<file path="src/common/fec_pkg.sv">
// package for the flash erase/status command controller (host side)
// assumes: 250 MHz sys_clk, an asynchronous parallel x16 flash on the pins
// Notes on behaviour
// sector erase: six writes, last 30H
// block erase: six writes, last 50H
// device latches address and code, sixth pulse
// device ignores commands during erase
// chip erase: six writes, 10H at 5555H
// chip erase starts at sixth rising edge
// during erase reads give status only
// program polling bit reads inverted data
// full word valid 1 us later
// erase polling bit 0, then 1
// status valid after fourth/sixth pulse
// alternating bit toggles until done
// on mismatch read twice more, confirm
// strobe glitch under 5 ns ignored
// no write with gate low or strobes high
// program needs prefix, erase six cycles
// bad unlock code aborts to read mode
// vendor query: prefix then 98H at 5555H
// generic query: 98H at 55H
// query mode held until exit command
// id reads at 0000H and 0001H
// exit recovers, ignored while busy
// address latched late fall, data early rise
// program finishes within 40 us
// prefix AAH/5555H, 55H/2AAAH, 15-bit compare
// exit: single F0H or prefix plus F0H
package fec_pkg;
   localparam int CLK_MHZ        = 250;
   localparam int ADDR_W         = 19;
   localparam int DATA_W         = 16;
   localparam int ADDR_UNLOCK1   = 'h5555;
   localparam int ADDR_UNLOCK2   = 'h2AAA;
   localparam int ADDR_GENQUERY  = 'h55;
   localparam logic [7:0] CODE_AA     = 8'hAA;
   localparam logic [7:0] CODE_55     = 8'h55;
   localparam logic [7:0] CODE_PROG   = 8'hA0;
   localparam logic [7:0] CODE_ERASE  = 8'h80;
   localparam logic [7:0] CODE_SECTOR = 8'h30;
   localparam logic [7:0] CODE_BLOCK  = 8'h50;
   localparam logic [7:0] CODE_CHIP   = 8'h10;
   localparam logic [7:0] CODE_ID     = 8'h90;
   localparam logic [7:0] CODE_QUERY  = 8'h98;
   localparam logic [7:0] CODE_EXIT   = 8'hF0;
   localparam int POLARITY_BIT    = 7;
   localparam int ALTERNATING_BIT = 6;
   // pin timing, in ns
   localparam int T_SETUP_NS  = 20;
   localparam int T_WPULSE_NS = 40;
   localparam int T_READ_NS   = 80;
   localparam int T_SETTLE_NS = 1000;
   localparam int T_PROG_MAX_NS = 40000;
   localparam int SETUP_CYC  = (T_SETUP_NS * CLK_MHZ + 999) / 1000;
   localparam int WPULSE_CYC = (T_WPULSE_NS * CLK_MHZ + 999) / 1000;
   localparam int READ_CYC   = (T_READ_NS * CLK_MHZ + 999) / 1000;
   localparam int SETTLE_CYC = (T_SETTLE_NS * CLK_MHZ + 999) / 1000;
   localparam int PROG_MAX_CYC = (T_PROG_MAX_NS * CLK_MHZ) / 1000;
   localparam int CONFIRM_READS = 2;

   typedef enum logic [3:0] {
      FEC_OP_PROGRAM, FEC_OP_SECTOR, FEC_OP_BLOCK, FEC_OP_CHIP,
      FEC_OP_ID_ENTRY, FEC_OP_VQUERY, FEC_OP_GQUERY,
      FEC_OP_EXIT_SHORT, FEC_OP_EXIT_LONG, FEC_OP_READ
   } fec_op_t;
endpackage : fec_pkg

</file>
<file path="src/common/fec_bus_if.sv">
// carrier between the sequencer and the pin cycle engine
// assumes: one clock domain, single request outstanding
`timescale 1ns/10ps
interface fec_bus_if;
   import fec_pkg::*;
   logic                req;
   logic                wr;
   logic [ADDR_W-1:0]   addr;
   logic [DATA_W-1:0]   wdata;
   logic                done;
   logic [DATA_W-1:0]   rdata;
   modport seq (output req, output wr, output addr, output wdata,
                input done, input rdata);
   modport cyc (input req, input wr, input addr, input wdata,
                output done, output rdata);
endinterface : fec_bus_if

</file>
<file path="src/hdl/fec_ctrl.sv">
// host-side command sequencer for a parallel x16 nor flash
// assumes: one command request at a time on cmd_*; flash pins wired directly
`timescale 1ns/10ps
module fec_ctrl
   import fec_pkg::*;
#(
   parameter int POLL_LIMIT = PROG_MAX_CYC * 4096
)
(
   input  wire logic                    sys_clk,
   input  wire logic                    sys_rst,
   input  wire logic                    cmd_valid,
   input  wire fec_pkg::fec_op_t        cmd_op,
   input  wire logic [fec_pkg::ADDR_W-1:0] cmd_addr,
   input  wire logic [fec_pkg::DATA_W-1:0] cmd_data,
   output logic                         cmd_ready,
   output logic                         rsp_valid,
   output logic                         rsp_ok,
   output logic [fec_pkg::DATA_W-1:0]   rsp_data,
   output logic                         mode_query,
   output logic                         mode_id,
   output logic                         flash_ce_n,
   output logic                         flash_oe_n,
   output logic                         flash_we_n,
   output logic [fec_pkg::ADDR_W-1:0]   flash_addr,
   output logic [fec_pkg::DATA_W-1:0]   flash_dq_o,
   output logic                         flash_dq_oe,
   input  wire logic [fec_pkg::DATA_W-1:0] flash_dq_i
);
   import fec_pkg::*;

   typedef enum logic [2:0] {
      S_IDLE, S_WRITE, S_POLL, S_SETTLE, S_CONFIRM, S_READ, S_RESP
   } fec_state_t;

   fec_bus_if bus ();

   fec_state_t           st_q;
   fec_op_t              op_q;
   logic [ADDR_W-1:0]    addr_q;
   logic [DATA_W-1:0]    data_q;
   logic [2:0]           step_q;
   logic [2:0]           nsteps_q;
   logic                 req_q;
   logic                 wait_q;
   logic [DATA_W-1:0]    prev_q;
   logic                 have_prev_q;
   logic [1:0]           conf_q;
   logic [31:0]          tmo_q;
   logic [15:0]          settle_q;
   logic                 fail_q;

   // number of write cycles a command needs
   function automatic logic [2:0] fec_steps(input fec_op_t op);
      case (op)
         FEC_OP_PROGRAM: fec_steps = 3'd4;
         // id entry, vendor query and the long exit are the two-cycle prefix plus one code, three cycles
         FEC_OP_ID_ENTRY, FEC_OP_VQUERY, FEC_OP_EXIT_LONG: fec_steps = 3'd3;
         FEC_OP_SECTOR, FEC_OP_BLOCK, FEC_OP_CHIP: fec_steps = 3'd6;
         FEC_OP_GQUERY, FEC_OP_EXIT_SHORT: fec_steps = 3'd1;
         default: fec_steps = 3'd0;
      endcase
   endfunction : fec_steps

   function automatic logic fec_is_erase(input fec_op_t op);
      fec_is_erase = (op == FEC_OP_SECTOR) || (op == FEC_OP_BLOCK) || (op == FEC_OP_CHIP);
   endfunction : fec_is_erase

   // address and code of one write cycle of a sequence
   function automatic logic [ADDR_W+DATA_W-1:0] fec_cycle_word(
      input fec_op_t op, input logic [2:0] step,
      input logic [ADDR_W-1:0] a, input logic [DATA_W-1:0] d);
      logic [ADDR_W-1:0] ca;
      logic [7:0]        cd;
      ca = ADDR_W'(ADDR_UNLOCK1);
      cd = CODE_AA;
      if (op == FEC_OP_GQUERY) begin
         ca = ADDR_W'(ADDR_GENQUERY);
         cd = CODE_QUERY;
      end else if (op == FEC_OP_EXIT_SHORT) begin
         ca = ADDR_W'(ADDR_UNLOCK1);
         cd = CODE_EXIT;
      end else begin
         case (step)
            3'd0, 3'd3: begin
               ca = ADDR_W'(ADDR_UNLOCK1);
               cd = CODE_AA;
            end
            3'd1, 3'd4: begin
               ca = ADDR_W'(ADDR_UNLOCK2);
               cd = CODE_55;
            end
            3'd2: begin
               ca = ADDR_W'(ADDR_UNLOCK1);
               case (op)
                  FEC_OP_PROGRAM:   cd = CODE_PROG;
                  FEC_OP_ID_ENTRY:  cd = CODE_ID;
                  FEC_OP_VQUERY:    cd = CODE_QUERY;
                  FEC_OP_EXIT_LONG: cd = CODE_EXIT;
                  default:          cd = CODE_ERASE;
               endcase
            end
            default: begin
               // final cycle: program word, or sector/block erase code with target, chip erase code at 5555H
               ca = a;
               cd = 8'h00;
               case (op)
                  FEC_OP_SECTOR: cd = CODE_SECTOR;
                  FEC_OP_BLOCK:  cd = CODE_BLOCK;
                  FEC_OP_CHIP: begin
                     ca = ADDR_W'(ADDR_UNLOCK1);
                     cd = CODE_CHIP;
                  end
                  default: ;
               endcase
            end
         endcase
      end
      if (op == FEC_OP_PROGRAM && step == 3'd3)
         fec_cycle_word = {a, d};
      else
         fec_cycle_word = {ca, 8'h00, cd};
   endfunction : fec_cycle_word

   logic [ADDR_W+DATA_W-1:0] cw;
   assign cw = fec_cycle_word(op_q, step_q, addr_q, data_q);

   fec_cycle u_cycle (
      .sys_clk (sys_clk),
      .sys_rst (sys_rst),
      .bus     (bus.cyc),
      .ce_n    (flash_ce_n),
      .oe_n    (flash_oe_n),
      .we_n    (flash_we_n),
      .addr    (flash_addr),
      .dq_o    (flash_dq_o),
      .dq_oe   (flash_dq_oe),
      .dq_i    (flash_dq_i)
   );

   assign bus.req   = req_q;
   assign bus.wr    = (st_q == S_WRITE);
   assign bus.addr  = (st_q == S_WRITE) ? cw[ADDR_W+DATA_W-1:DATA_W] : addr_q;
   assign bus.wdata = cw[DATA_W-1:0];

   // a status word is done when polarity shows truth and the other bit stopped
   logic done_match;
   logic [DATA_W-1:0] target_w;
   assign target_w = fec_is_erase(op_q) ? {DATA_W{1'b1}} : data_q;
   assign done_match = (bus.rdata[POLARITY_BIT] == target_w[POLARITY_BIT])
                    && have_prev_q
                    && (bus.rdata[ALTERNATING_BIT] == prev_q[ALTERNATING_BIT]);

   always_ff @(posedge sys_clk or posedge sys_rst) begin
      if (sys_rst) begin
         st_q <= S_IDLE;
         op_q <= FEC_OP_READ;
         addr_q <= '0;
         data_q <= '0;
         step_q <= 3'd0;
         nsteps_q <= 3'd0;
         req_q <= 1'b0;
         wait_q <= 1'b0;
         prev_q <= '0;
         have_prev_q <= 1'b0;
         conf_q <= 2'd0;
         tmo_q <= '0;
         settle_q <= '0;
         fail_q <= 1'b0;
         cmd_ready <= 1'b0;
         rsp_valid <= 1'b0;
         rsp_ok <= 1'b0;
         rsp_data <= '0;
      end else begin
         rsp_valid <= 1'b0;
         req_q <= 1'b0;
         case (st_q)
            S_IDLE: begin
               cmd_ready <= 1'b1;
               if (cmd_valid && cmd_ready) begin
                  cmd_ready <= 1'b0;
                  op_q <= cmd_op;
                  addr_q <= cmd_addr;
                  data_q <= cmd_data;
                  step_q <= 3'd0;
                  nsteps_q <= fec_steps(cmd_op);
                  fail_q <= 1'b0;
                  have_prev_q <= 1'b0;
                  conf_q <= 2'd0;
                  tmo_q <= '0;
                  req_q <= 1'b1;
                  st_q <= (fec_steps(cmd_op) == 3'd0) ? S_READ : S_WRITE;
               end
            end
            S_WRITE: begin
               // whole sequence issued back to back, never a bare alteration
               if (bus.done) begin
                  if (step_q + 3'd1 == nsteps_q) begin
                     // status is polled only once the last pulse has risen
                     if (op_q == FEC_OP_PROGRAM || fec_is_erase(op_q)) begin
                        req_q <= 1'b1;
                        st_q <= S_POLL;
                     end else
                        st_q <= S_RESP;
                  end else begin
                     step_q <= step_q + 3'd1;
                     req_q <= 1'b1;
                  end
               end
            end
            S_POLL: begin
               // only status reads while busy; no command is sent meanwhile
               tmo_q <= tmo_q + 32'd1;
               if (bus.done) begin
                  prev_q <= bus.rdata;
                  have_prev_q <= 1'b1;
                  if (done_match) begin
                     conf_q <= 2'd0;
                     st_q <= S_CONFIRM;
                  end else if (tmo_q >= 32'(POLL_LIMIT)) begin
                     fail_q <= 1'b1;                     // program or erase overran its bound
                     st_q <= S_RESP;
                  end
                  req_q <= ~done_match && (tmo_q < 32'(POLL_LIMIT));
                  if (done_match) req_q <= 1'b1;
               end
            end
            S_CONFIRM: begin
               // two further reads must both agree before completion is believed
               if (bus.done) begin
                  prev_q <= bus.rdata;
                  if (!done_match) begin
                     req_q <= 1'b1;
                     st_q <= S_POLL;
                  end else if (conf_q + 2'd1 == 2'(CONFIRM_READS)) begin
                     settle_q <= 16'(SETTLE_CYC);
                     st_q <= S_SETTLE;
                  end else begin
                     conf_q <= conf_q + 2'd1;
                     req_q <= 1'b1;
                  end
               end
            end
            S_SETTLE: begin
               // remaining data bits are trusted only after the settling wait
               if (settle_q > 16'd1) settle_q <= settle_q - 16'd1;
               else begin
                  req_q <= 1'b1;
                  st_q <= S_READ;
               end
            end
            S_READ: begin
               if (bus.done) begin
                  rsp_data <= bus.rdata;
                  if (op_q == FEC_OP_PROGRAM)
                     fail_q <= (bus.rdata != data_q);
                  else if (fec_is_erase(op_q))
                     fail_q <= 1'b0;
                  st_q <= S_RESP;
               end
            end
            S_RESP: begin
               rsp_valid <= 1'b1;
               rsp_ok <= ~fail_q;
               st_q <= S_IDLE;
            end
            default: st_q <= S_IDLE;
         endcase
      end
   end

   // mirror of the device read mode; id words at 0000H/0001H read via FEC_OP_READ
   always_ff @(posedge sys_clk or posedge sys_rst) begin
      if (sys_rst) begin
         mode_query <= 1'b0;
         mode_id <= 1'b0;
      end else if (st_q == S_RESP) begin
         case (op_q)
            FEC_OP_VQUERY, FEC_OP_GQUERY: mode_query <= 1'b1;
            FEC_OP_ID_ENTRY: mode_id <= 1'b1;
            FEC_OP_EXIT_SHORT, FEC_OP_EXIT_LONG: begin
               mode_query <= 1'b0;
               mode_id <= 1'b0;
            end
            default: ;
         endcase
      end
   end
endmodule : fec_ctrl

</file>
<file path="src/hdl/fec_cycle.sv">
// one flash bus cycle at a time: write strobe pulse or gated read
// assumes: flash pins are driven only from here; timings from fec_pkg
`timescale 1ns/10ps
module fec_cycle
   import fec_pkg::*;
(
   input  wire logic              sys_clk,
   input  wire logic              sys_rst,
   fec_bus_if.cyc                 bus,
   output logic                   ce_n,
   output logic                   oe_n,
   output logic                   we_n,
   output logic [ADDR_W-1:0]      addr,
   output logic [DATA_W-1:0]      dq_o,
   output logic                   dq_oe,
   input  wire logic [DATA_W-1:0] dq_i
);
   import fec_pkg::*;
   typedef enum logic [2:0] {CY_IDLE, CY_SETUP, CY_PULSE, CY_HOLD, CY_DONE} fec_cy_t;
   fec_cy_t   st_q;
   logic [7:0] cnt_q;

   always_ff @(posedge sys_clk or posedge sys_rst) begin
      if (sys_rst) begin
         st_q <= CY_IDLE;
         cnt_q <= 8'h00;
         ce_n <= 1'b1;
         oe_n <= 1'b1;
         we_n <= 1'b1;
         dq_oe <= 1'b0;
         addr <= '0;
         dq_o <= '0;
         bus.done <= 1'b0;
         bus.rdata <= '0;
      end else begin
         bus.done <= 1'b0;
         case (st_q)
            CY_IDLE: begin
               if (bus.req) begin
                  // address and data settle before the strobes fall
                  addr <= bus.addr;
                  dq_o <= bus.wdata;
                  dq_oe <= bus.wr;
                  ce_n <= 1'b0;
                  oe_n <= 1'b1;
                  cnt_q <= 8'(SETUP_CYC);
                  st_q <= CY_SETUP;
               end
            end
            CY_SETUP: begin
               if (cnt_q > 8'h01) cnt_q <= cnt_q - 8'h01;
               else begin
                  // write only with gate high and select low
                  we_n <= ~bus.wr;
                  oe_n <= bus.wr;
                  cnt_q <= bus.wr ? 8'(WPULSE_CYC) : 8'(READ_CYC);
                  st_q <= CY_PULSE;
               end
            end
            CY_PULSE: begin
               // strobe low far longer than the glitch filter
               if (cnt_q > 8'h01) cnt_q <= cnt_q - 8'h01;
               else begin
                  we_n <= 1'b1;
                  oe_n <= 1'b1;
                  bus.rdata <= dq_i;
                  cnt_q <= 8'(SETUP_CYC);
                  st_q <= CY_HOLD;
               end
            end
            CY_HOLD: begin
               // data held past the rising edge that latches it
               if (cnt_q > 8'h01) cnt_q <= cnt_q - 8'h01;
               else begin
                  ce_n <= 1'b1;
                  dq_oe <= 1'b0;
                  st_q <= CY_DONE;
               end
            end
            CY_DONE: begin
               bus.done <= 1'b1;
               st_q <= CY_IDLE;
            end
            default: st_q <= CY_IDLE;
         endcase
      end
   end
endmodule : fec_cycle

</file>
<file path="config.mk">
export PLATFORM = sky130hd
export DESIGN_NAME = fec_ctrl
export DESIGN_NICKNAME = d
export VERILOG_FILES = /design/src/common/fec_pkg.sv /design/src/common/fec_bus_if.sv /design/src/hdl/fec_ctrl.sv /design/src/hdl/fec_cycle.sv
export SDC_FILE = /design/constraint.sdc
export NUM_CORES = 1
export LEC_CHECK = 0
export BUFFER_PORTS_ARGS = -buffer_cell sky130_fd_sc_hd__buf_4
export CORE_ASPECT_RATIO = 0.5
export CORE_UTILIZATION = 46
export DETAILED_ROUTE_END_ITERATION = 12
export PLACE_DENSITY = 0.71
export REMOVE_ABC_BUFFERS = 1
export SLEW_MARGIN = 0
export SYNTH_ARGS = -nofsm -noshare
export SYNTH_HDL_FRONTEND = slang
export SYNTH_SLANG_ARGS = --single-unit
</file>
<file path="constraint.sdc">
create_clock -name sys_clk -period 16.45 [get_ports sys_clk]
set_input_delay 1.645 -clock sys_clk [delete_from_list [all_inputs] [get_ports sys_clk]]
set_output_delay 1.645 -clock sys_clk [all_outputs]
set_load 0.005 [all_outputs]
</file>
==> results of run 1 <==
stage by stage:
stage | std cells | total power [mW] | util | setup WS (ps)
CTS | 1341 | 1.889 | 0.5559 | 13150
global placement | 1309 | 1.434 | 0.5257 | 12900
detailed placement | 1309 | 1.461 | 0.5257 | 12860
floorplan | 921 | 1.217 | - | 9643
global route | 1341 | 2.016 | 0.5559 | 12820
finish | 1341 | 1.883 | 0.5559 | 13180
layer usage:
metal | wire length [um] | part of all wire | GRT usage | up-vias
met5 | 0 | 0 | 0 | -
met4 | 303 | 0.014 | 0.07110 | 0
met3 | 778 | 0.036 | 0.03412 | 25
met2 | 10580 | 0.49 | 0.3756 | 164
li1 | - | - | - | 3577
met1 | 10070 | 0.46 | 0.2854 | 3660
final cells by class:
class / instances / share of cell area
clock inverters: 10 / 0.01327
multi-input cells: 709 / 0.3834
flip-flops and latches: 190 / 0.4391
well taps: 266 / 0.03070
clock buffers: 22 / 0.04097
inverters: 22 / 0.008079
repair buffers: 122 / 0.08448
state kept, by name, summed over array words and instances (netlist names), 2 cells and up:
name and count:
tmo_q 32, addr_q 19, u_cycle.addr 19, data_q 16, rsp_data 16, settle_q 16
u_cycle.bus.rdata 16, u_cycle.dq_o 16, u_cycle.cnt_q 8, op_q 4, nsteps_q 3, st_q 3
step_q 3, u_cycle.st_q 3, conf_q 2
where the power goes:
part	switching [mW]	internal [mW]
clock network	0.180	0.240
registers	0.160	0.615
logic	0.379	0.309
total	0.719	1.16
worst paths after layout:
| path | from | slack, ps | end | cells past startpoint |
|---|---|---|---|---|
| setup / recovery | st_q[0]$_DFFE_PP0P_ | 13180 | tmo_q[31]$_DFFE_PP0P_ | 6 |
| hold / removal | addr_q[16]$_DFFE_PP0P_ | 480 | addr_q[16]$_DFFE_PP0P_ | 2 |
| setup reg to reg | st_q[0]$_DFFE_PP0P_ | 13180 | tmo_q[31]$_DFFE_PP0P_ | 6 |
| hold reg to reg | addr_q[16]$_DFFE_PP0P_ | 480 | addr_q[16]$_DFFE_PP0P_ | 2 |
| max in group asynchronous | sys_rst | 13440 | u_cycle.addr[7]$_DFFE_PP0P_ | 3 |
| min in group asynchronous | sys_rst | 1420 | rsp_data[0]$_DFFE_PP0P_ | 2 |
kinds of logic (layout without fill, tap and decap cells):
group / after synthesis / after routing
AO/OA/AOI/OAI: 179 / 179
adder cells (fa/ha/maj): 13 / 13
multiplexers: 49 / 49
flip-flops: 190 / 190
XOR/XNOR: 31 / 31
AND/OR/NAND/NOR: 437 / 437
buffers and inverters: 69 / 176
cells in the final DEF, fill, tap and decap left out, types with 20 or more instances in the layout:
cell type	n
nor2_1	64
buf_4	122
dfrtp_1	185
nand3_1	47
xnor2_1	23
a21oi_1	41
mux2_2	26
nor3_1	23
o21ai_0	52
nand2_1	218
inv_1	20
worst reg2reg max path: cells and delay by family, from the launching register on:
kind	cells	cell delay, ps
AND/OR/NAND/NOR	4	1970
AO/OA/AOI/OAI	2	530
flip-flops	1	640
==> flow_summary_export.csv, run 1 <==
group,metric,value,unit
synth,ys_async_sr_fraction,1.000,
clock_tree,clk_path_buf_depth,2,
die,io_pins,118,
worst_setup_path,path_cells,"nor3b_2 > nand4_1 > nor4_1 > nand2_1 > o311ai_0 > o41ai_1",
clock_tree,post_cts_resize_count,0,
synth,synth_top_cell_area_share,0.5040,
sta,finClkSkew,12.38,ps
pwr,total_leakage_power,5.143,nW
final_layout,fillers,1663,
sta,finalSetupTns,0,ps
worst_setup_path,critPathMaxFanout,25,
synth,synth_seq_cells,190,
sta,hold_viol_final,0,
final_layout,postLayoutCellArea,10840,um2
sta,min_period_over_period,0.1990,
hold_path,hp-class,"register to register",
routing,first_pass_iters,5,
clock_tree,clkTransAtPathRegs,70,ps
synth,ys.flop_type,"dfrtp_1",
worst_setup_path,critPathTopFamily,"simple AND/OR/NAND/NOR gates",
die,core_area,19500,um2
synth,syn-cell-area,9185,um2
global_routing,track_usage,0.2178,
worst_setup_path,startpoint_type,"register",
synth,synthCells,968,
global_routing,grt_max_degree,116,
routing,vias_per_cell,5.538,
sta,timing.fmax,0.3054,GHz
run,cap_viol_max_count,0,
synth,synthMuxAreaShare,0.06239,
clock_tree,cts_post_setup_buffers_inserted,0,
routing,wl_per_cell,16.21,um
pwr,peakVddDrop,0.06242,mV
clock_tree,numCtsBuffers,17,
sta,rsz0062_at_grt,"no",
synth,synth_xor_area_frac,0.02956,
sta,setup_viol,0,
worst_setup_path,worstPathArrival,3570,ps
worst_setup_path,crit_required,16750,ps
worst_setup_path,crit_path_end_kind,"register",
final_layout,final_nets,1132,
die,die_y,101.9,um
die,dieWidth,201.8,um
synth,ys_seq_area_frac,0.5183,
final_layout,antenna_cells,0,
synth,ys_top_cells_by_area,"dfrtp_1 50%, nand2_1 8.9%, mux2_2 3.2%, o21ai_0 2.8%, nand3_1 2.6%",
placed_design,dpl.hpwl,14.89,mm
sta,period_needed,3274,ps
die,dieArea,20570,um2
synth,synth_common_cells,"218 x nand2_1, 185 x dfrtp_1, 64 x nor2_1",
routing,remaining_drc_errors,0,
clock_tree,cts_max_level,4,
die,rows,36,
run_status,outcome,"finished clean",
clock_tree,clk_latency,440,ps
worst_setup_path,critPathKind,"register to register",
global_routing,antenna_found_initial,0,
placed_design,placed_cell_area,10250,um2
clock_tree,clock-root-buffer,"clkbuf_16",
synth,synthAdderAreaFrac,0.01744,
die,start_util,0.4709,
synth,yosys.area.top_type,"dfrtp_1",
routing,via_count,7426,
global_routing,grt_pass1_wl,35.67,mm
placed_design,port_buffers,117,
synth,synth-edff-count,0,
routing,drt_wl_total,21.73,mm
final_layout,multi_input_area,4156,um2
clock_tree,cts_hold_buf,0,
worst_setup_path,worst-path-buf-inv,0,
synth,yosys.area_share.simple,0.2165,
routing,postRouteAntennaNets,0,
routing,drt_iter0_markers,554,
synth,ys_types,66,
clock_tree,numClockSinks,190,
worst_setup_path,cpPeakStageDelay,690,ps
sta,slew_headroom,0.3112,
sta,tightest_slew,1033,ps
placed_design,routabilityCongestion,0.8549,
final_layout,syn2layout_area_growth,18.04,%
final_layout,ff_latch_area,4761,um2
worst_setup_path,cpMaxStageDelayCell,"nor4_1",
clock_tree,cts_tree,"built",
synth,postSynthAreaPerCell,9.489,um2
synth,yosysMostFrequentCell,"nand2_1",
final_layout,final_layout_size_suffix_gt1_frac,0.1916,
sta,hold_ws,477.6,ps
global_routing,grt_overflow_total,0,
pwr,power.density,173.7,nW/um2
global_routing,grt_pass1_vias,7119,
synth,synth_compound_area_frac,0.1246,
sta,drv_slew,0,
synth,synth_top_family_by_area,"simple AND/OR/NAND/NOR gates",
synth,synth_warnings,0,
Note: power is estimated with default switching activity, not from simulation.
==> inputs of run 2 (changes only) <==
--- a/config.mk
+++ b/config.mk
@@ -9,7 +9,7 @@
 export CORE_ASPECT_RATIO = 0.5
 export CORE_UTILIZATION = 46
 export DETAILED_ROUTE_END_ITERATION = 12
-export PLACE_DENSITY = 0.71
+export PLACE_DENSITY = 0.73
 export REMOVE_ABC_BUFFERS = 1
 export SLEW_MARGIN = 0
 export SYNTH_ARGS = -nofsm -noshare
==> constraint.sdc (replaced) <==
create_clock -name sys_clk -period 2.7 [get_ports sys_clk]
set_input_delay 0.27 -clock sys_clk [delete_from_list [all_inputs] [get_ports sys_clk]]
set_output_delay 0.27 -clock sys_clk [all_outputs]
set_load 0.005 [all_outputs]
==> flow_summary_export.csv, run 2 (synthesis gave the netlist of run 1 again) <==
group,metric,value,unit
routing,wl_per_cell,16.13,um
final_layout,final_cell_mix,"218 x nand2_1, 185 x dfrtp_1, 159 x buf_4",
hold_path,hp-class,"primary input to register",
worst_setup_path,crit_path_start,"u_cycle.cnt_q[3]$_DFFE_PP0P_",
clock_tree,cts_post_setup_buffers_inserted,0,
pwr,peakVddDrop,0.3609,mV
worst_setup_path,crit_path_end_kind,"register",
sta,drv_slew,0,
clock_tree,numCtsBuffers,17,
worst_setup_path,critPathKind,"register to register",
final_layout,regMostFlops,"tmo_q",
routing,vias_per_cell,5.576,
sta,finClkSkew,7.991,ps
final_layout,largest_register_ffs,32,
clock_tree,cts_max_level,4,
worst_setup_path,worstPathArrival,2890,ps
sta,period_needed,2564,ps
pwr,p_comb_frac,0.403,
die,dieWidth,201.8,um
routing,drt_iter0_markers,570,
die,rows,36,
worst_setup_path,worst_r2r_path_depth,4,
global_routing,antenna_found_initial,0,
pwr,p_int,7.128,mW
die,core_area,19500,um2
placed_design,routabilityCongestion,0.9175,
worst_setup_path,startpoint_type,"register",
final_layout,final_util,0.5720,
global_routing,grt_pass1_wl,37.07,mm
sta,setup_viol,0,
routing,via_count,7706,
routing,first_pass_iters,5,
hold_path,hp-start,"cmd_addr[16]",
global_routing,grt_pass1_vias,7510,
final_layout,fillers,1674,
clock_tree,clock-root-buffer,"clkbuf_16",
worst_setup_path,rr_endpoint,"u_cycle.bus.rdata[6]$_DFFE_PP0P_",
pwr,p_seq_frac,0.391,
final_layout,final_layout_size_suffix_gt1_frac,0.2240,
routing,remaining_drc_errors,0,
sta,hold_viol_final,0,
worst_setup_path,reg2reg_slack,140,ps
clock_tree,clk_latency,440,ps
final_layout,final_nets,1173,
worst_setup_path,worstReg2RegStart,"u_cycle.cnt_q[3]$_DFFE_PP0P_",
final_layout,postLayoutCellArea,11160,um2
routing,postRouteAntennaNets,0,
run,cap_viol_max_count,0,
clock_tree,cts_tree,"built",
die,io_pins,118,
worst_setup_path,crit_required,3020,ps
global_routing,track_usage,0.2248,
pwr,clkPwrFrac,0.205,
global_routing,grt_max_degree,67,
sta,rsz0062_at_grt,"no",
sta,tightest_slew,647.1,ps
die,start_util,0.4709,
global_routing,grt_overflow_total,0,
placed_design,dpl.hpwl,15.74,mm
placed_design,port_buffers,117,
pwr,swShare,0.3858,
final_layout,largestRegisters,"tmo_q (32), addr_q (19), u_cycle.addr (19)",
worst_setup_path,critPathMaxFanout,16,
worst_setup_path,crit_path_end,"u_cycle.bus.rdata[6]$_DFFE_PP0P_",
clock_tree,numClockSinks,190,
final_layout,final_common_cell,"nand2_1",
die,dieArea,20570,um2
pwr,total_leakage_power,5.346,nW
run_status,outcome,"finished clean",
sta,slew_headroom,0.5657,
final_layout,syn2layout_area_growth,21.47,%
final_layout,antenna_cells,0,
clock_tree,clkTransAtPathRegs,70,ps
pwr,p_sw,4.477,mW
pwr,finalPower,11.61,mW
routing,drt_wl_total,22.29,mm
sta,min_period_over_period,0.9496,
die,die_y,101.9,um
sta,hold_ws,20.30,ps
sta,timing.fmax,0.3900,GHz
clock_tree,clk_path_buf_depth,2,
placed_design,placed_cell_area,10590,um2
pwr,power.density,1040,nW/um2
run 2: repair_timing:
action | CTS | global route
endpoints found under the setup margin | 0 | 1
hold endpoints to repair | 63 | 0
hold buffers | 1 | 0
gates resized for setup | 0 | 1
run 2: final cells by class:
| class | count | area, um2 | area share |
|---|---|---|---|
| flip-flops and latches | 190 | 4761 | 0.4267 |
| multi-input cells | 709 | 4163 | 0.3731 |
| repair buffers | 163 | 1264 | 0.1133 |
| clock buffers | 19 | 432.9 | 0.03880 |
| well taps | 266 | 332.8 | 0.02983 |
| clock inverters | 13 | 116.4 | 0.01043 |
| inverters | 22 | 87.58 | 0.007850 |
run 2: stage by stage:
| step | setup TNS, ps | instances | setup WS (ps) |
|---|---|---|---|
| CTS | 0 | 1382 | 29.31 |
| finish | 0 | 1382 | 136.2 |
| detailed placement | 0 | 1349 | 60.47 |
| global route | 0 | 1382 | 17.89 |
| global placement | 0 | 1349 | 97.30 |
| floorplan | -517150 | 921 | -2732 |
run 2: worst min-delay path by stage:
stage / to / depth (start not counted)
3_3_place_gp: rsp_data[3]$_DFFE_PP0P_ / 2
4_1_cts: addr_q[16]$_DFFE_PP0P_ / 3
3_5_place_dp: u_cycle.bus.rdata[14]$_DFFE_PP0P_ / 2
6_report: addr_q[16]$_DFFE_PP0P_ / 3
5_1_grt: addr_q[8]$_DFFE_PP0P_ / 3
2_1_floorplan: op_q[0]$_DFFE_PP1P_ / 2
run 2: per-layer routing:
metal  routed length (um)  vias up  part of all wire  track usage
met5                    0        -                 0            0
met4                  284        0             0.013      0.06993
met3                  925       27             0.042      0.04177
met2                10830      187              0.49       0.3804
met1                10250     3837              0.46       0.2975
li1                     -     3655                 -            -
run 2: critical path, stage by stage, from the launching register on:
cell	delay [ps]
dfrtp_1	420
or4_1	540
or4_4	510
or4_4	610
mux2_4	360
run 2: power groups by stage:
stage | Clock [mW] | Sequential, mW | Combinational (mW)
after global routing | 2.54 | 4.65 | 5.23
after floorplan | 0 | 4.50 | 2.92
final | 2.38 | 4.54 | 4.68
after CTS | 2.42 | 4.54 | 4.66
after detailed placement | 0 | 4.57 | 4.62
after global placement | 0 | 4.53 | 4.48
==> inputs of run 3 (changes only) <==
--- a/config.mk
+++ b/config.mk
@@ -7,9 +7,9 @@
 export LEC_CHECK = 0
 export BUFFER_PORTS_ARGS = -buffer_cell sky130_fd_sc_hd__buf_4
 export CORE_ASPECT_RATIO = 0.5
-export CORE_UTILIZATION = 46
+export CORE_UTILIZATION = 53
 export DETAILED_ROUTE_END_ITERATION = 12
-export PLACE_DENSITY = 0.73
+export PLACE_DENSITY = 0.82
 export REMOVE_ABC_BUFFERS = 1
 export SLEW_MARGIN = 0
 export SYNTH_ARGS = -nofsm -noshare
==> flow_summary_export.csv, run 3 (synthesis gave the netlist of run 1 again) <==
group,metric,value,unit
routing,postRouteAntennaNets,0,
routing,first_pass_iters,5,
die,start_util,0.5520,
final_layout,regMostFlops,"tmo_q",
placed_design,port_buffers,117,
worst_setup_path,worstPathArrival,3000,ps
sta,hold_ws,22.71,ps
routing,drt_iter0_markers,589,
global_routing,grt_max_degree,62,
die,rows,33,
pwr,peakVddDrop,0.5501,mV
pwr,p_sw,4.622,mW
worst_setup_path,startpoint_type,"register",
routing,wl_per_cell,17.19,um
clock_tree,clk_latency,430,ps
clock_tree,clk_path_buf_depth,2,
clock_tree,clock-root-buffer,"clkbuf_16",
global_routing,track_usage,0.2653,
routing,drt_wl_total,23.01,mm
run,cap_viol_max_count,0,
pwr,power.density,1063,nW/um2
sta,slew_headroom,0.5268,
clock_tree,cts_tree,"built",
final_layout,ff_latch_area,4761,um2
worst_setup_path,cpPeakStageDelay,520,ps
clock_tree,cts_post_setup_buffers_inserted,0,
worst_setup_path,worst-path-buf-inv,0,
final_layout,final_nets,1168,
final_layout,final_common_cell,"nand2_1",
pwr,p_comb_frac,0.401,
sta,drv_slew,0,
sta,period_needed,2631,ps
global_routing,grt-busiest-layer,"met2",
routing,remaining_drc_errors,0,
run_status,outcome,"finished clean",
placed_design,placed_cell_area,10510,um2
sta,finalSetupTns,0,ps
final_layout,fillers,1286,
global_routing,met2_usage,0.4855,
die,dieArea,17890,um2
sta,finClkSkew,12.30,ps
pwr,swShare,0.3912,
global_routing,met1_usage,0.3266,
routing,vias_per_cell,5.869,
placed_design,dp_slack,85.19,ps
worst_setup_path,critPathTopFamily,"simple AND/OR/NAND/NOR gates",
sta,setup_viol,0,
worst_setup_path,critPathMaxFanout,4,
sta,timing.fmax,0.3801,GHz
worst_setup_path,cp_common_cell,"ha_1",
final_layout,largestRegisters,"tmo_q (32), addr_q (19), u_cycle.addr (19)",
pwr,clkPwrFrac,0.214,
final_layout,largest_register_ffs,32,
worst_setup_path,critPathKind,"register to register",
worst_setup_path,path_cells,"ha_1 > ha_1 > xnor2_1 > nor4_2 > nor4_1 > a2111o_1 > or4_1 > nand2_1",
clock_tree,cts_max_level,4,
global_routing,grt_overflow_total,0,
final_layout,postLayoutCellArea,11110,um2
final_layout,final_cell_mix,"218 x nand2_1, 185 x dfrtp_1, 154 x buf_4",
worst_setup_path,cpMaxStageDelayCell,"or4_1",
sta,tightest_slew,700.6,ps
worst_setup_path,crit_required,3070,ps
die,die_y,95.09,um
die,dieWidth,188.2,um
pwr,p_seq_frac,0.385,
global_routing,use_met3,0.04453,
pwr,p_int,7.192,mW
routing,via_count,7853,
final_layout,antenna_cells,0,
final_layout,multi_input_area,4163,um2
global_routing,grt_pass1_wl,37.64,mm
clock_tree,numCtsBuffers,17,
placed_design,dpl.hpwl,15.84,mm
pwr,total_leakage_power,5.336,nW
global_routing,grt_pass1_vias,7746,
final_layout,syn2layout_area_growth,20.99,%
die,core_area,16640,um2
global_routing,antenna_found_initial,0,
sta,hold_viol_final,0,
final_layout,final_util,0.6679,
hold_path,hp-class,"primary input to register",
placed_design,routabilityCongestion,0.8611,
clock_tree,numClockSinks,190,
clock_tree,clkTransAtPathRegs,80,ps
die,io_pins,118,
worst_setup_path,crit_path_end_kind,"register",
sta,fin_ws,69.21,ps
final_layout,final_layout_size_suffix_gt1_frac,0.2223,
sta,min_period_over_period,0.9744,
-- run 3: cell types whose count changed in the layout (fill, tap and decap cells not counted), moves of 2 or more --
cell	before	now
buf_4	159	154
inv_8	0	4
clkinv_2	4	1
clkbuf_1	2	0
clkinv_4	3	1
-- run 3: worst paths after layout --
path,end,slack (ps),cells after the start,from
hold reg to reg,addr_q[8]$_DFFE_PP0P_,480,2,addr_q[8]$_DFFE_PP0P_
max in group asynchronous,u_cycle.oe_n$_DFFE_PP1P_,1420,4,sys_rst
setup / recovery,st_q[2]$_DFFE_PP0P_,70,8,step_q[1]$_DFFE_PP0P_
setup reg to reg,st_q[2]$_DFFE_PP0P_,70,8,step_q[1]$_DFFE_PP0P_
hold / removal,data_q[14]$_DFFE_PP0P_,20,3,cmd_data[14]
min in group asynchronous,rsp_data[14]$_DFFE_PP0P_,460,3,sys_rst
-- run 3: per-stage QoR --
| stage | power (mW) | instances |
|---|---|---|
| final | 11.81 | 1338 |
| after global routing | 12.62 | 1338 |
| after CTS | 11.80 | 1338 |
| after detailed placement | 9.212 | 1305 |
| after global placement | 8.971 | 1305 |
| after floorplan | 7.415 | 921 |
-- run 3: tightest hold or removal path: cells and delay by family --
kind	cells	cell delay (ps)
buffers and inverters	1	80
AND/OR/NAND/NOR	2	80
-- run 3: layout make-up --
| class | instances | share of cell area |
|---|---|---|
| Timing Repair Buffer | 158 | 0.1103 |
| Clock buffer | 18 | 0.03952 |
| Inverter | 22 | 0.007881 |
| Clock inverter | 14 | 0.01374 |
| Sequential cell | 190 | 0.4284 |
| Tap cell | 227 | 0.02556 |
| Multi-Input combinational cell | 709 | 0.3746 |
-- run 3: routing by layer --
metal | vias up | share of wire
met5 | - | 0
met4 | 0 | 0.017
met2 | 254 | 0.51
met3 | 42 | 0.050
met1 | 3893 | 0.42
li1 | 3664 | -
-- run 3: what timing repair did --
| item | CTS | global route |
|---|---|---|
| gates resized for setup | 0 | 1 |
| endpoints found under the hold margin | 53 | 0 |
| hold buffers | 1 | 0 |
| endpoints found under the setup margin | 0 | 2 |
-- run 3: power groups by stage --
stage | clock network, mW | logic [mW] | registers [mW]
3_3_place_gp | 0 | 4.46 | 4.52
2_1_floorplan | 0 | 2.92 | 4.50
6_report | 2.53 | 4.74 | 4.55
3_5_place_dp | 0 | 4.65 | 4.57
5_1_grt | 2.69 | 5.28 | 4.65
4_1_cts | 2.56 | 4.71 | 4.53
